### src/sfc_pkg.sv
// Purpose: shared constants for the serial memory command and protection block
// Assumes: spi modes 0 and 3, msb first, byte-wide status register
// Notes:   array addresses are 21 bits; only the protection decision is made here
package sfc_pkg;
  // opcodes
  localparam logic [7:0] LATCH_SET_CMD              = 8'h06;
  localparam logic [7:0] LATCH_CLEAR_CMD            = 8'h04;
  localparam logic [7:0] STATUS_READ_CMD            = 8'h05;
  localparam logic [7:0] STATUS_WRITE_CMD           = 8'h01;
  localparam logic [7:0] ARRAY_WRITE_CMD            = 8'h02;
  localparam logic [7:0] ARRAY_READ_CMD             = 8'h03;
  localparam logic [7:0] FAST_ARRAY_READ_CMD        = 8'h0B;
  localparam logic [7:0] SPECIAL_SECTOR_WRITE_CMD   = 8'h42;
  localparam logic [7:0] SPECIAL_SECTOR_READ_CMD    = 8'h4B;
  localparam logic [7:0] IDENTIFIER_READ_CMD        = 8'h9F;
  localparam logic [7:0] UNIQUE_IDENTIFIER_READ_CMD = 8'h4C;
  localparam logic [7:0] SERIAL_NUMBER_WRITE_CMD    = 8'hC2;
  localparam logic [7:0] SERIAL_NUMBER_READ_CMD     = 8'hC3;
  localparam logic [7:0] DEEP_SLEEP_CMD             = 8'hBA;
  localparam logic [7:0] HIBERNATE_CMD              = 8'hB9;
  // status register field positions
  localparam int         PIN_EN_BIT    = 7;
  localparam int         FIXED_ONE_BIT = 6;
  localparam int         BP_HIGH_BIT   = 3;
  localparam int         BP_LOW_BIT    = 2;
  localparam int         WEL_BIT       = 1;
  localparam int         BUSY_BIT      = 0;
  // status value as delivered
  localparam logic [7:0] STATUS_RESET  = 8'h40;
  // protected range starts
  localparam logic [20:0] QUARTER_BASE = 21'h180000;
  localparam logic [20:0] HALF_BASE    = 21'h100000;
  // byte counts
  localparam logic [2:0] BIT_LAST      = 3'h7;
  localparam logic [1:0] ADDR_BYTES    = 2'h3;
  // command decoder states, gray along opcode -> address -> data
  typedef enum logic [2:0] {
    SFC_OPCODE = 3'b000,
    SFC_ADDR   = 3'b001,
    SFC_DATA   = 3'b011,
    SFC_STREAM = 3'b010,
    SFC_IGNORE = 3'b110
  } sfc_state_t;
endpackage

### src/sfc_sync.sv
// Purpose: two-flop synchroniser for the serial pins
// Assumes: inputs are asynchronous to ref_clk_i
// Notes:   first stage is read only by the second stage
`timescale 1ns/1ps
module sfc_sync #(
  parameter int WIDTH = 3
) (
  input  wire logic             ref_clk_i,
  input  wire logic             rst_n_i,
  input  wire logic [WIDTH-1:0] async_i,
  input  wire logic [WIDTH-1:0] reset_val_i,
  output logic      [WIDTH-1:0] sync_o
);
  logic [WIDTH-1:0] stage1;

  // reset value is a tie-off constant from the instantiating module
  always_ff @(posedge ref_clk_i) begin
    if (!rst_n_i) begin
      stage1 <= reset_val_i;
      sync_o <= reset_val_i;
    end else begin
      stage1 <= async_i;
      sync_o <= stage1;
    end
  end
endmodule

### src/sfc_core.sv
// Purpose: opcode decoder, write enable latch, status register and write protection
// Assumes: sck is sampled by ref_clk_i; sck period well above four ref_clk cycles
// Notes:   array data path lives elsewhere; this block issues the per-byte write permits
//
// Overview of operation
// - decode exactly fifteen opcodes including 42h 4Bh 9Fh 4Ch C2h C3h
// - 06h sets the write enable latch, 04h clears it
// - 05h shifts out the status byte; 01h is status register write
// - array write is 02h, array read 03h, fast array read 0Bh
// - latch is clear after reset so writes are refused
// - the four write commands act only while the latch is set
// - latch clears at chip select rise ending 04h or any write command
// - status write never sets the write-enable bit
// - bit 7 pin enable, bit 3 and 2 block protect, bit 1 latch
// - bits 0, 4, 5 read zero, bit 6 reads one, writes ignored
// - bit 0 reads zero except while waking from deep sleep or hibernate
// - block protect bits are kept across power cycles
// - protect code selects none, upper quarter, upper half or whole array
// - pin ignored when enable is zero; enabled low pin blocks status writes
// - array protection uses only block protect bits and the latch
// - latch clear rejects every write; protected blocks always reject
// - delivered status value is zero except bit 6
// - first byte after chip select falls is the opcode, msb first on sck rise
// - undefined opcode ignores all input until next select, output stays off
// - only one opcode per chip select low period
// - burst write hitting a protected address stops increment, drops later bytes
`timescale 1ns/1ps
module sfc_core
  import sfc_pkg::*;
(
  input  wire logic        ref_clk_i,
  input  wire logic        rst_n_i,
  input  wire logic        cs_n_i,
  input  wire logic        sck_i,
  input  wire logic        si_i,
  input  wire logic        wp_n_i,
  input  wire logic        waking_i,
  input  wire logic [1:0]  bp_stored_i,
  input  wire logic        pin_en_stored_i,
  output logic             so_o,
  output logic             so_oe_n_o,
  output logic [7:0]       status_o,
  output logic [20:0]      addr_o,
  output logic [7:0]       wdata_o,
  output logic             array_wr_o,
  output logic             array_rd_o,
  output logic             nv_save_o,
  output logic [7:0]       opcode_o,
  output logic             opcode_valid_o
);
  logic [3:0]  pins_s;
  logic        cs_n_s;
  logic        wp_n_s;
  logic        status_wr_ok;
  logic        sck_s;
  logic        si_s;
  logic        sck_d;
  logic        cs_n_d;
  logic        sck_rise;
  logic        sck_fall;
  logic        cs_fall;
  logic        cs_rise;
  logic        write_enable_flag;
  logic        protect_pin_enable;
  logic        block_protect_high;
  logic        block_protect_low;
  logic [7:0]  status_protect_reg;
  logic [7:0]  shift;
  logic [7:0]  next_shift;
  logic [2:0]  bit_cnt;
  logic [1:0]  addr_cnt;
  logic [7:0]  opcode;
  logic [7:0]  tx;
  logic        tx_on;
  logic        burst_halt;
  logic        loaded;
  logic        byte_done;
  sfc_state_t  state;

  // pins cross into ref_clk through two flops before anything looks at them;
  // the protect pin goes through the same pair, so a status write sees it
  // about two cycles late and the master must hold it steady across the byte
  sfc_sync #(
    .WIDTH (4)
  ) u_sync (
    .ref_clk_i   (ref_clk_i),
    .rst_n_i     (rst_n_i),
    .async_i     ({cs_n_i, sck_i, si_i, wp_n_i}),
    .reset_val_i (4'h9),
    .sync_o      (pins_s)
  );
  assign cs_n_s = pins_s[3];
  assign sck_s  = pins_s[2];
  assign si_s   = pins_s[1];
  assign wp_n_s = pins_s[0];

  // edge detection on synchronised copies; in mode 3 the clock idles high, but
  // edges count only while selected, so the level at select needs no test
  always_ff @(posedge ref_clk_i) begin
    if (!rst_n_i) begin
      sck_d  <= 1'b0;
      cs_n_d <= 1'b1;
    end else begin
      sck_d  <= sck_s;
      cs_n_d <= cs_n_s;
    end
  end
  assign sck_rise  = sck_s & ~sck_d & ~cs_n_s;
  assign sck_fall  = ~sck_s & sck_d & ~cs_n_s;
  assign cs_fall   = ~cs_n_s & cs_n_d;
  assign cs_rise   = cs_n_s & ~cs_n_d;
  assign next_shift = {shift[6:0], si_s};
  assign byte_done = sck_rise && (bit_cnt == BIT_LAST);

  // defined opcode check, used by the decoder and the opcode strobe
  function automatic logic is_defined(input logic [7:0] op);
    case (op)
      LATCH_SET_CMD, LATCH_CLEAR_CMD, STATUS_READ_CMD, STATUS_WRITE_CMD,
      ARRAY_WRITE_CMD, ARRAY_READ_CMD, FAST_ARRAY_READ_CMD,
      SPECIAL_SECTOR_WRITE_CMD, SPECIAL_SECTOR_READ_CMD,
      IDENTIFIER_READ_CMD, UNIQUE_IDENTIFIER_READ_CMD,
      SERIAL_NUMBER_WRITE_CMD, SERIAL_NUMBER_READ_CMD,
      DEEP_SLEEP_CMD, HIBERNATE_CMD: is_defined = 1'b1;
      default:                       is_defined = 1'b0;
    endcase
  endfunction

  // opcodes whose closing select edge drops the latch
  function automatic logic clears_latch(input logic [7:0] op);
    case (op)
      LATCH_CLEAR_CMD, STATUS_WRITE_CMD, ARRAY_WRITE_CMD,
      SPECIAL_SECTOR_WRITE_CMD, SERIAL_NUMBER_WRITE_CMD: clears_latch = 1'b1;
      default:                                           clears_latch = 1'b0;
    endcase
  endfunction

  // array protection from the block protect code only
  function automatic logic addr_protected(input logic [1:0] bp, input logic [20:0] a);
    case (bp)
      2'h0:    addr_protected = 1'b0;
      2'h1:    addr_protected = (a >= QUARTER_BASE);
      2'h2:    addr_protected = (a >= HALF_BASE);
      default: addr_protected = 1'b1;
    endcase
  endfunction

  // bit counter and shift register, restarted at every select fall
  always_ff @(posedge ref_clk_i) begin
    if (!rst_n_i || cs_fall) begin
      bit_cnt <= 3'h0;
      shift   <= 8'h00;
    end else if (sck_rise) begin
      bit_cnt <= bit_cnt + 3'h1;
      shift   <= next_shift;
    end
  end

  // decoder: one opcode per frame, everything else waits for the next fall
  always_ff @(posedge ref_clk_i) begin
    if (!rst_n_i) begin
      state    <= SFC_OPCODE;
      opcode   <= 8'h00;
      addr_cnt <= 2'h0;
    end else if (cs_fall || cs_n_s) begin
      state    <= SFC_OPCODE;
      addr_cnt <= 2'h0;
      if (cs_fall) begin
        opcode <= 8'h00;
      end
    end else begin
      case (state)
        SFC_OPCODE: begin
          if (byte_done) begin
            opcode <= next_shift;
            if (!is_defined(next_shift)) begin
              state <= SFC_IGNORE;
            end else if (next_shift == STATUS_READ_CMD) begin
              state <= SFC_STREAM;
            end else if (next_shift == STATUS_WRITE_CMD) begin
              state <= SFC_DATA;
            end else if (next_shift == ARRAY_WRITE_CMD
                         || next_shift == ARRAY_READ_CMD
                         || next_shift == FAST_ARRAY_READ_CMD) begin
              state <= SFC_ADDR;
            end else begin
              state <= SFC_IGNORE;                                   // other paths elsewhere
            end
          end
        end
        SFC_ADDR: begin
          if (byte_done) begin
            addr_cnt <= addr_cnt + 2'h1;
            if (addr_cnt == ADDR_BYTES - 2'h1) begin
              state <= SFC_DATA;
            end
          end
        end
        SFC_DATA: begin
          if (byte_done && opcode == STATUS_WRITE_CMD) begin
            state <= SFC_IGNORE;                                     // one status byte only
          end
        end
        SFC_STREAM: state <= SFC_STREAM;
        SFC_IGNORE: state <= SFC_IGNORE;
        default:    state <= SFC_OPCODE;
      endcase
    end
  end

  // strobe of each accepted opcode for the neighbouring data path
  // downstream blocks act on opcode_o only while the strobe is high
  always_ff @(posedge ref_clk_i) begin
    if (!rst_n_i) begin
      opcode_o       <= 8'h00;
      opcode_valid_o <= 1'b0;
    end else begin
      opcode_valid_o <= (state == SFC_OPCODE) && byte_done && !cs_n_s
                        && is_defined(next_shift);
      if ((state == SFC_OPCODE) && byte_done) begin
        opcode_o <= next_shift;
      end
    end
  end

  // write enable latch; set and clear act only on complete opcodes
  // set and clear never meet: set needs select low, clear needs its rising edge
  always_ff @(posedge ref_clk_i) begin
    if (!rst_n_i) begin
      write_enable_flag <= 1'b0;
    end else if (cs_rise && clears_latch(opcode)) begin
      write_enable_flag <= 1'b0;
    end else if ((state == SFC_OPCODE) && byte_done && next_shift == LATCH_SET_CMD) begin
      write_enable_flag <= 1'b1;
    end
  end

  // a status byte counts only with the latch set and the pin guard open
  assign status_wr_ok = write_enable_flag && !(protect_pin_enable && !wp_n_s);

  // loaded marks that stored protect bits were taken after reset release
  // protect fields live in an outside nonvolatile store; we mirror and save them
  always_ff @(posedge ref_clk_i) begin
    if (!rst_n_i) begin
      loaded             <= 1'b0;
      protect_pin_enable <= 1'b0;
      block_protect_high <= 1'b0;
      block_protect_low  <= 1'b0;
      nv_save_o          <= 1'b0;
    end else begin
      nv_save_o <= 1'b0;
      if (!loaded) begin
        loaded             <= 1'b1;
        protect_pin_enable <= pin_en_stored_i;
        block_protect_high <= bp_stored_i[1];
        block_protect_low  <= bp_stored_i[0];
      end else if (state == SFC_DATA && opcode == STATUS_WRITE_CMD && byte_done
                   && status_wr_ok) begin
        protect_pin_enable <= next_shift[PIN_EN_BIT];
        block_protect_high <= next_shift[BP_HIGH_BIT];
        block_protect_low  <= next_shift[BP_LOW_BIT];
        nv_save_o          <= 1'b1;
      end
    end
  end

  // status image: fixed bits are constants so writes cannot reach them
  always_comb begin
    status_protect_reg                = 8'h00;
    status_protect_reg[PIN_EN_BIT]    = protect_pin_enable;
    status_protect_reg[FIXED_ONE_BIT] = 1'b1;
    status_protect_reg[BP_HIGH_BIT]   = block_protect_high;
    status_protect_reg[BP_LOW_BIT]    = block_protect_low;
    status_protect_reg[WEL_BIT]       = write_enable_flag;
    status_protect_reg[BUSY_BIT]      = waking_i;
  end

  // array address and per-byte write permit
  // once halted, a burst drops every later byte of the frame
  always_ff @(posedge ref_clk_i) begin
    if (!rst_n_i) begin
      addr_o     <= 21'h000000;
      wdata_o    <= 8'h00;
      array_wr_o <= 1'b0;
      array_rd_o <= 1'b0;
      burst_halt <= 1'b0;
      status_o   <= STATUS_RESET;
    end else begin
      status_o   <= status_protect_reg;
      array_wr_o <= 1'b0;
      array_rd_o <= 1'b0;
      if (cs_fall) begin
        burst_halt <= 1'b0;
      end
      // the address stands beside its pulse and steps on in the next cycle
      if (array_wr_o || array_rd_o) begin
        addr_o <= addr_o + 21'h000001;                               // rolls over at top
      end
      if (state == SFC_ADDR && byte_done) begin
        addr_o <= {addr_o[12:0], next_shift};                        // upper bits dropped
      end
      if (state == SFC_DATA && byte_done && opcode == ARRAY_WRITE_CMD) begin
        wdata_o <= next_shift;
        if (!write_enable_flag || burst_halt
            || addr_protected({block_protect_high, block_protect_low}, addr_o)) begin
          burst_halt <= 1'b1;
        end else begin
          array_wr_o <= 1'b1;
        end
      end
      if (state == SFC_DATA && byte_done
          && (opcode == ARRAY_READ_CMD || opcode == FAST_ARRAY_READ_CMD)) begin
        array_rd_o <= 1'b1;                                          // read path elsewhere
      end
    end
  end

  // status byte loader and serial output on sck falls
  // the byte is re-armed every eighth fall, so a long read repeats it whole
  always_ff @(posedge ref_clk_i) begin
    if (!rst_n_i) begin
      tx        <= 8'h00;
      tx_on     <= 1'b0;
      so_o      <= 1'b0;
      so_oe_n_o <= 1'b1;
    end else if (cs_n_s || state != SFC_STREAM) begin
      tx_on     <= 1'b0;
      so_oe_n_o <= 1'b1;
      tx        <= status_protect_reg;
    end else if (sck_fall) begin
      so_oe_n_o <= 1'b0;
      so_o      <= tx_on ? tx[7] : status_protect_reg[7];
      tx        <= tx_on ? {tx[6:0], 1'b0} : {status_protect_reg[6:0], 1'b0};
      tx_on     <= 1'b1;
      if (bit_cnt == 3'h0 && tx_on) begin
        so_o <= status_protect_reg[7];                               // repeat the byte
        tx   <= {status_protect_reg[6:0], 1'b0};
      end
    end
  end
endmodule

### config.mk
export PLATFORM = sky130hd
export DESIGN_NAME = sfc_core
export DESIGN_NICKNAME = d
export VERILOG_FILES = /design/src/sfc_pkg.sv /design/src/sfc_sync.sv /design/src/sfc_core.sv
export SDC_FILE = /design/constraint.sdc
export NUM_CORES = 1
export LEC_CHECK = 0
export BUFFER_PORTS_ARGS = -buffer_cell sky130_fd_sc_hd__buf_2
export CAP_MARGIN = 25
export CORE_MARGIN = 5
export CORE_UTILIZATION = 47
export CTS_CLUSTER_DIAMETER = 40
export DETAILED_ROUTE_END_ITERATION = 10
export GPL_ROUTABILITY_DRIVEN = 0
export PLACE_DENSITY = 0.78
export SETUP_SLACK_MARGIN = 0.4
export SYNTH_ARGS = -nofsm -noshare
export SYNTH_HDL_FRONTEND = slang
export SYNTH_HIERARCHICAL = 1
export SYNTH_SLANG_ARGS = --single-unit
### constraint.sdc
create_clock -name ref_clk_i -period 2.3 [get_ports ref_clk_i]
set_clock_uncertainty 0.15 [all_clocks]
set_input_delay 0.345 -clock ref_clk_i [delete_from_list [all_inputs] [get_ports ref_clk_i]]
set_output_delay 0.345 -clock ref_clk_i [all_outputs]
set_load 0.01 [all_outputs]
==> flow_metrics.py, run 1 <==
metrics = {
    "clocking": {
        "clkLatencyLatePin_ns": 0.36,
        "cts_tree": "built",
        "cts_buffer_depth": 2,
        "numCtsBuffers": 9,
        "clk_pin_slew_ns": 0.10,
        "htreeDepth": 3,
        "cts_sinks": 96,
        "clockRootBuffer": "clkbuf_8",
    },
    "yosys": {
        "synth_top_area_cell": "dfxtp_1",
        "synth-seq-area-share_pct": 42.3,
        "synth_top_cell_area_share_pct": 42.3,
        "yosys_warnings": 6,
        "syn_area_mm2": 0.00455,
        "ys_types": 66,
        "synth-edff-count": 0,
        "synth-seq-cells": 96,
        "synthArstFlopShare_pct": 0,
        "syn_avg_cell_area_um2": 8.61,
        "synth_area_leaders": "dfxtp_1 (42%), nand2_1 (4.9%), a21oi_1 (4.7%)",
        "synth_cells": 528,
        "synth_flop_cell": "dfxtp_1",
    },
    "critical_path": {
        "critical_path_class": "reg2reg",
        "path_max_fanout": 7,
        "worstPathCellList": "or4_4 > or4_4 > a41oi_2 > a211oi_1",
        "r2r_cells": 4,
        "crit_buf_inv": 0,
        "cp.arrival_ns": 1.98,
        "cp.depth": 4,
        "crit_path_start_kind": "flip-flop",
        "end_kind": "flip-flop",
        "slowest_stage": "or4_4",
        "crit_family": "simple AND/OR/NAND/NOR gates",
        "worst_path_largest_cell_delay_ns": 0.56,
        "cp_common_cell": "or4_4",
        "crit_required_ns": 2.38,
    },
    "drt": {
        "viasPerCell": 5.78,
        "num_vias": 4326,
        "firstDrtPassIters": 5,
        "wirelength_mm": 12.1,
        "drc_errors": 0,
        "drt_iter0_drc": 352,
        "antenna_left": 0,
        "wl_per_cell_um": 16.2,
    },
    "placed_design": {
        "io_buffers": 57,
        "hpwl_mm": 8.20,
    },
    "sta": {
        "setup_tns_ns": 0,
        "post-route-period-util_pct": 82.6,
        "clock.fmax_mhz": 526,
        "drv_slew": 0,
        "setup_violations": 0,
        "finalCriticalPeriod_ns": 1.90,
        "finalHoldViolCount": 0,
        "rsz0062_at_grt": "true",
    },
    "floorplan": {
        "die_width_um": 108,
        "ios": 61,
        "dieHeight_um": 108,
        "rows": 35,
        "dieArea_mm2": 0.0117,
        "core_area_mm2": 0.00933,
        "initial_core_util_pct": 48.7,
    },
    "grt": {
        "grt_overflow": 0,
        "grt_pass1_vias": 3933,
        "grt_pass1_wl_mm": 19.3,
        "antenna_found_initial": 0,
        "grt_util_all_layers_pct": 20.4,
        "grt_max_degree": 28,
    },
    "run_status": {
        "status": "completed",
    },
    "power": {
        "peakVddDrop_mv": 0.300,
        "p_seq_share_pct": 55.7,
        "p_sw_uw": 771,
        "p_clk_share_pct": 37.6,
        "power.density_mw_per_mm2": 546,
        "fin_total_pwr_mw": 3.07,
        "leakage_nw": 2.12,
        "p_int_mw": 2.29,
        "power.share.switching_pct": 25.2,
        "p_comb_share_pct": 6.7,
    },
    "final_layout": {
        "fin_nets": 630,
        "drive_gt1_share_pct": 30.5,
        "antenna_cells": 0,
        "area_growth_pct": 23.6,
    },
    "worst_hold_path": {
        "hold_class": "in2reg",
        "hold_depth": 2,
    },
    "flow_run": {
        "maxCapViolCount": 0,
    },
}
==> layout make-up <==
type	instances	area (µm²)
fillers	810	3710
multi-input cells	388	2570
flip-flops and latches	96	1960
repair buffers	103	649
well taps	129	161
clock buffers	9	124
clock inverters	7	88.8
inverters	16	60.1
==> cells in the mapped netlist, types with 3 or more instances <==
library cell / instances
a211oi_1: 15
a21o_1: 4
a21oi_1: 43
a22oi_1: 10
a311oi_1: 5
a31oi_1: 5
and2_1: 6
and3_1: 5
and4_1: 5
buf_2: 4
buf_4: 3
clkbuf_1: 27
dfxtp_1: 96
ha_1: 6
inv_1: 15
mux2_4: 8
nand2_1: 59
nand2b_1: 9
nand3_1: 22
nand3b_1: 5
nand4_1: 5
nor2_1: 37
nor2b_1: 5
nor3_1: 8
nor3b_1: 5
nor4_1: 6
nor4b_1: 3
o211ai_1: 3
o21a_1: 4
o21ai_0: 31
or2_2: 4
or3_1: 3
or4_1: 5
xnor2_1: 12
xor2_1: 3
==> flip-flops by register name (all words and copies together), names as in the netlist, 2 cells and up <==
register       count
u_sync/sync_o      4
addr_o            21
opcode             8
addr_cnt           2
bit_cnt            3
status_o           5
shift              7
tx                 8
opcode_o           8
state              3
wdata_o            8
u_sync/stage1      4
==> final timing paths <==
kind                    start               end  slack [ns]
hold / removal           si_i  u_sync/stage1[1]        0.06
setup reg to reg     shift[3]          state[1]        0.40
hold reg to reg   opcode_o[1]       opcode_o[1]        0.30
setup / recovery     shift[3]          state[1]        0.40
==> cells by family (layout without fill, tap and decap cells) <==
family	count (synthesis)	after routing	share of synthesized area, %
compound gates	138	138	19.4
other cells	2	11	0.165
mux	10	10	3.08
xor+xnor	15	15	2.89
buf+inv	54	135	5.17
fa+ha+maj	6	6	1.65
flops	96	96	42.3
simple gates	207	208	25.4
==> worst register-to-register path, stage by stage (launching register included) <==
cell	delay (ns)
dfxtp_4	0.38
or4_4	0.56
or4_4	0.44
a41oi_2	0.19
a211oi_1	0.07
==> timing repair <==
action	CTS	global route
setup buffers	4	16
endpoints found under the setup margin	46	46
pin swaps	4	12
hold buffers	0	0
resized for setup	25	30
gates cloned	1	0
==> power groups by stage <==
stage | Clock [mW] | Sequential (mW) | Combinational (mW)
after floorplan | 0 | 1.74 | 0.142
after global placement | 0 | 1.75 | 0.182
after detailed placement | 0 | 1.75 | 0.187
after CTS | 1.18 | 1.71 | 0.191
after global routing | 1.27 | 1.71 | 0.222
final | 1.15 | 1.71 | 0.205
==> per-layer routing <==
| layer | track usage, % | part of all wire, % | vias to the layer above | wire [µm] |
|---|---|---|---|---|
| met5 | 0 | 0 | - | 0 |
| met4 | 6.67 | 2.0 | 0 | 238 |
| met3 | 3.46 | 6.1 | 22 | 740 |
| met2 | 34.3 | 49 | 180 | 5910 |
| met1 | 26.7 | 43 | 2062 | 5240 |
| li1 | - | - | 2062 | - |
==> stage by stage <==
stage | utilization (%) | hold slack, ns | std cells | setup WS, ns | cell area (µm²)
final | 60.2 | 0.0590 | 748 | 0.400 | 5620
after global routing | 60.2 | 0.0466 | 748 | 0.342 | 5620
after CTS | 57.9 | 0.0445 | 732 | 0.376 | 5400
after detailed placement | 54.3 | 0.292 | 711 | 0.179 | 5070
after global placement | 54.3 | 0.289 | 711 | 0.221 | 5070
after floorplan | - | 0.223 | 537 | 0.326 | 4610
==> placed cells by master (no fill, tap or decap), types with 5 or more instances in the layout <==
cell / instances
conb_1: 11
buf_4: 41
dfxtp_1: 74
buf_6: 5
nand3_1: 20
mux2_4: 8
o21ai_0: 31
nor2_1: 35
nand2b_1: 8
and3_1: 5
dfxtp_2: 16
nor3b_1: 5
a31oi_1: 5
a311oi_1: 5
and4_1: 5
and2_1: 6
nand3b_1: 5
nand2_1: 59
clkbuf_8: 9
buf_2: 57
a22oi_1: 10
a211oi_1: 12
nor3_1: 8
inv_1: 15
a21oi_1: 43
nand4_1: 5
dfxtp_4: 6
xnor2_1: 12
Power figures use the tool's default switching activity.
==> run 2, diff against run 1 <==
--- a/config.mk
+++ b/config.mk
@@ -5,6 +5,7 @@
 export SDC_FILE = /design/constraint.sdc
 export NUM_CORES = 1
 export LEC_CHECK = 0
+export ABC_AREA = 1
 export BUFFER_PORTS_ARGS = -buffer_cell sky130_fd_sc_hd__buf_2
 export CAP_MARGIN = 25
 export CORE_MARGIN = 5
@@ -12,7 +13,7 @@
 export CTS_CLUSTER_DIAMETER = 40
 export DETAILED_ROUTE_END_ITERATION = 10
 export GPL_ROUTABILITY_DRIVEN = 0
-export PLACE_DENSITY = 0.78
+export PLACE_DENSITY = 0.81
 export SETUP_SLACK_MARGIN = 0.4
 export SYNTH_ARGS = -nofsm -noshare
 export SYNTH_HDL_FRONTEND = slang
==> constraint.sdc (replaced) <==
create_clock -name ref_clk_i -period 1.6 [get_ports ref_clk_i]
set_clock_uncertainty 0.15 [all_clocks]
set_input_delay 0.24 -clock ref_clk_i [delete_from_list [all_inputs] [get_ports ref_clk_i]]
set_output_delay 0.24 -clock ref_clk_i [all_outputs]
set_load 0.01 [all_outputs]
==> run 2 against run 1 <==
  * Largest cell class unchanged
  * Power up 59%
  * Worst setup slack got worse by 0.62 ns
  * Highest routed layer unchanged
  * Synthesized area up 3.6%
  * The run now ends with setup timing left
==> flow_metrics.py, run 2 <==
metrics = {
    "run_status": {
        "status": "complete, but fails checks",
        "violations": "setup timing",
    },
    "yosys": {
        "synth_top_area_cell": "dfxtp_1",
        "synth-seq-area-share_pct": 40.8,
        "synth_top_cell_area_share_pct": 40.8,
        "netlist_top_cells_count": "nand2_1 (161), dfxtp_1 (96), nor2_1 (72), inv_1 (68), a21oi_1 (64)",
        "yosys_warnings": 6,
        "synth-edff-count": 0,
        "synth_area_leaders": "dfxtp_1 (41%), nand2_1 (13%), a21oi_1 (6.8%)",
        "synth_cells": 669,
        "syn_area_mm2": 0.00471,
        "synth_compound_area_share_pct": 15.7,
        "syn_avg_cell_area_um2": 7.04,
        "synthArstFlopShare_pct": 0,
        "yosys.area_share.simple_pct": 31.1,
        "muxShareOfSynthArea_pct": 0.717,
        "synth_adder_area_share_pct": 1.59,
        "synth_most_common_cell": "nand2_1",
        "synth_flop_cell": "dfxtp_1",
        "ys_types": 42,
        "yosys.area_share.xor_xnor_pct": 0.558,
        "synth_top_family_by_area": "simple AND/OR/NAND/NOR gates",
        "synth-seq-cells": 96,
    },
    "critical_path": {
        "path_max_fanout": 4,
        "worst_path_largest_cell_delay_ns": 0.35,
        "end_kind": "flip-flop",
        "worstPathCellList": "ha_4 > ha_4 > inv_2 > nor2_4 > buf_6 > nand4_1 > nand2_2 > o21ai_0 > nor2_2",
        "cp.arrival_ns": 1.94,
        "critical_path_class": "reg2reg",
        "cp_common_cell": "ha_4",
        "crit_family": "simple AND/OR/NAND/NOR gates",
        "crit_required_ns": 1.72,
        "crit_buf_inv": 2,
        "slowest_stage": "o21ai_0",
        "crit_path_start_kind": "flip-flop",
    },
    "placed_design": {
        "io_buffers": 57,
        "placedCellCount": 908,
        "place_ws_ns": -0.0877,
        "hpwl_mm": 9.82,
    },
    "floorplan": {
        "initial_core_util_pct": 48.2,
        "dieHeight_um": 110,
        "die_width_um": 110,
        "dieArea_mm2": 0.0121,
        "core_area_mm2": 0.00977,
        "rows": 36,
        "ios": 61,
    },
    "flow_run": {
        "maxCapViolCount": 0,
    },
    "final_layout": {
        "largest_register_ffs": 21,
        "layout_common_cells": "nand2_1 (139), buf_6 (77), buf_4 (64)",
        "fin_nets": 845,
        "fin_cells": 967,
        "antenna_cells": 0,
        "n_fill_cell": 637,
        "final_common_cell": "nand2_1",
        "drive_gt1_share_pct": 42.7,
        "area_growth_pct": 50.9,
        "largest-register": "addr_o",
    },
    "sta": {
        "setup_violations": 50,
        "clock.fmax_mhz": 549,
        "finalHoldViolCount": 0,
        "finalCriticalPeriod_ns": 1.82,
        "fin_ws_ns": -0.222,
        "post-route-period-util_pct": 114,
        "rsz0062_at_grt": "true",
        "drv_slew": 0,
    },
    "drt": {
        "wirelength_mm": 17.0,
        "viasPerCell": 5.73,
        "firstDrtPassIters": 6,
        "wl_per_cell_um": 17.6,
        "drt_iter0_drc": 665,
        "drc_errors": 0,
        "num_vias": 5541,
        "antenna_left": 0,
    },
    "clocking": {
        "clk_pin_slew_ns": 0.09,
        "clkLatencyLatePin_ns": 0.39,
        "cts_tree": "built",
        "cts_sinks": 96,
        "htreeDepth": 3,
        "cts_buffer_depth": 2,
        "numCtsBuffers": 9,
        "clockRootBuffer": "clkbuf_8",
    },
    "grt": {
        "antenna_found_initial": 0,
        "grt_overflow": 0,
        "grt_util_all_layers_pct": 26.4,
        "grt_max_degree": 30,
        "grt_pass1_vias": 5296,
        "grt_pass1_wl_mm": 25.0,
    },
    "worst_hold_path": {
        "hold_class": "in2reg",
    },
    "power": {
        "leakage_nw": 2.99,
        "power.density_mw_per_mm2": 686,
        "peakVddDrop_mv": 0.497,
    },
}
run 2: cell count changes in the layout (fill, tap and decap cells not counted), sizes merged, moves of 6 or more:
cell    delta
a21oi     +21
o21ai     +26
nor2      +42
inv       +54
nand2b     -9
nand2    +112
and2       -6
a22oi      -9
nand3     +23
xnor2     -12
buf       +58
nor4       -6
a211oi    -15
run 2: cell type report:
type	instances	area, µm²	share of cell area, %
clock buffers	10	128	1.79
clock inverters	6	116	1.64
inverters	72	293	4.12
multi-input cells	483	2820	39.6
flip-flops and latches	96	2020	28.5
well taps	133	166	2.34
repair buffers	166	1560	21.9
repair inverters	1	7.51	0.106
run 2: worst paths after layout:
path                            slack (ns)              from            endpoint  depth (start not counted)
worst max-delay path                 -0.22        bit_cnt[0]  block_protect_high                          9
worst min-delay path                  0.03           rst_n_i              cs_n_d                          2
worst max register to register       -0.22        bit_cnt[0]  block_protect_high                          9
worst min register to register        0.27  u_sync/stage1[3]    u_sync/sync_o[3]                          2
run 2: power breakdown:
group | internal (mW) | switching, mW
logic | 0.179 | 0.289
registers | 2.42 | 0.0568
clock network | 1.05 | 0.884
total | 3.65 | 1.23
run 2: what timing repair did:
action,4_1_cts,5_1_grt
endpoints found under the setup margin,128,128
buffers inserted,28,8
pin swaps,29,26
cloned,2,0
endpoints found under the hold margin,6,0
gates resized for setup,177,74
hold buffers,5,0
run 2: kinds of logic after synthesis:
| family | count (synthesis) |
|---|---|
| XOR/XNOR | 3 |
| other | 2 |
| flip-flops | 96 |
| adder cells (fa/ha/maj) | 6 |
| AND/OR/NAND/NOR | 325 |
| buffers and inverters | 95 |
| AO/OA/AOI/OAI | 139 |
| multiplexers | 3 |
run 2: metrics by stage:
stage | instance area, µm² | utilization, % | power, mW | TNS [ns] | hold slack [ns]
3_5_place_dp | 5680 | 58.1 | 2.88 | -0.637 | 0.266
4_1_cts | 6810 | 69.6 | 4.83 | -1.57 | 0.0181
5_1_grt | 7110 | 72.7 | 5.04 | -7.53 | 0.0560
2_1_floorplan | 4870 | - | 2.74 | 0 | 0.118
3_3_place_gp | 5680 | 58.1 | 2.86 | -0.0370 | 0.262
6_report | 7110 | 72.7 | 4.88 | -3.29 | 0.0349
run 2: layer usage:
layer | global-route usage, % | part of all wire (%) | vias up
li1 | - | - | 2506
met1 | 29.6 | 36 | 2574
met2 | 47.0 | 51 | 359
met3 | 4.66 | 8.5 | 102
met4 | 14.7 | 5.1 | 0
met5 | 0 | 0 | -
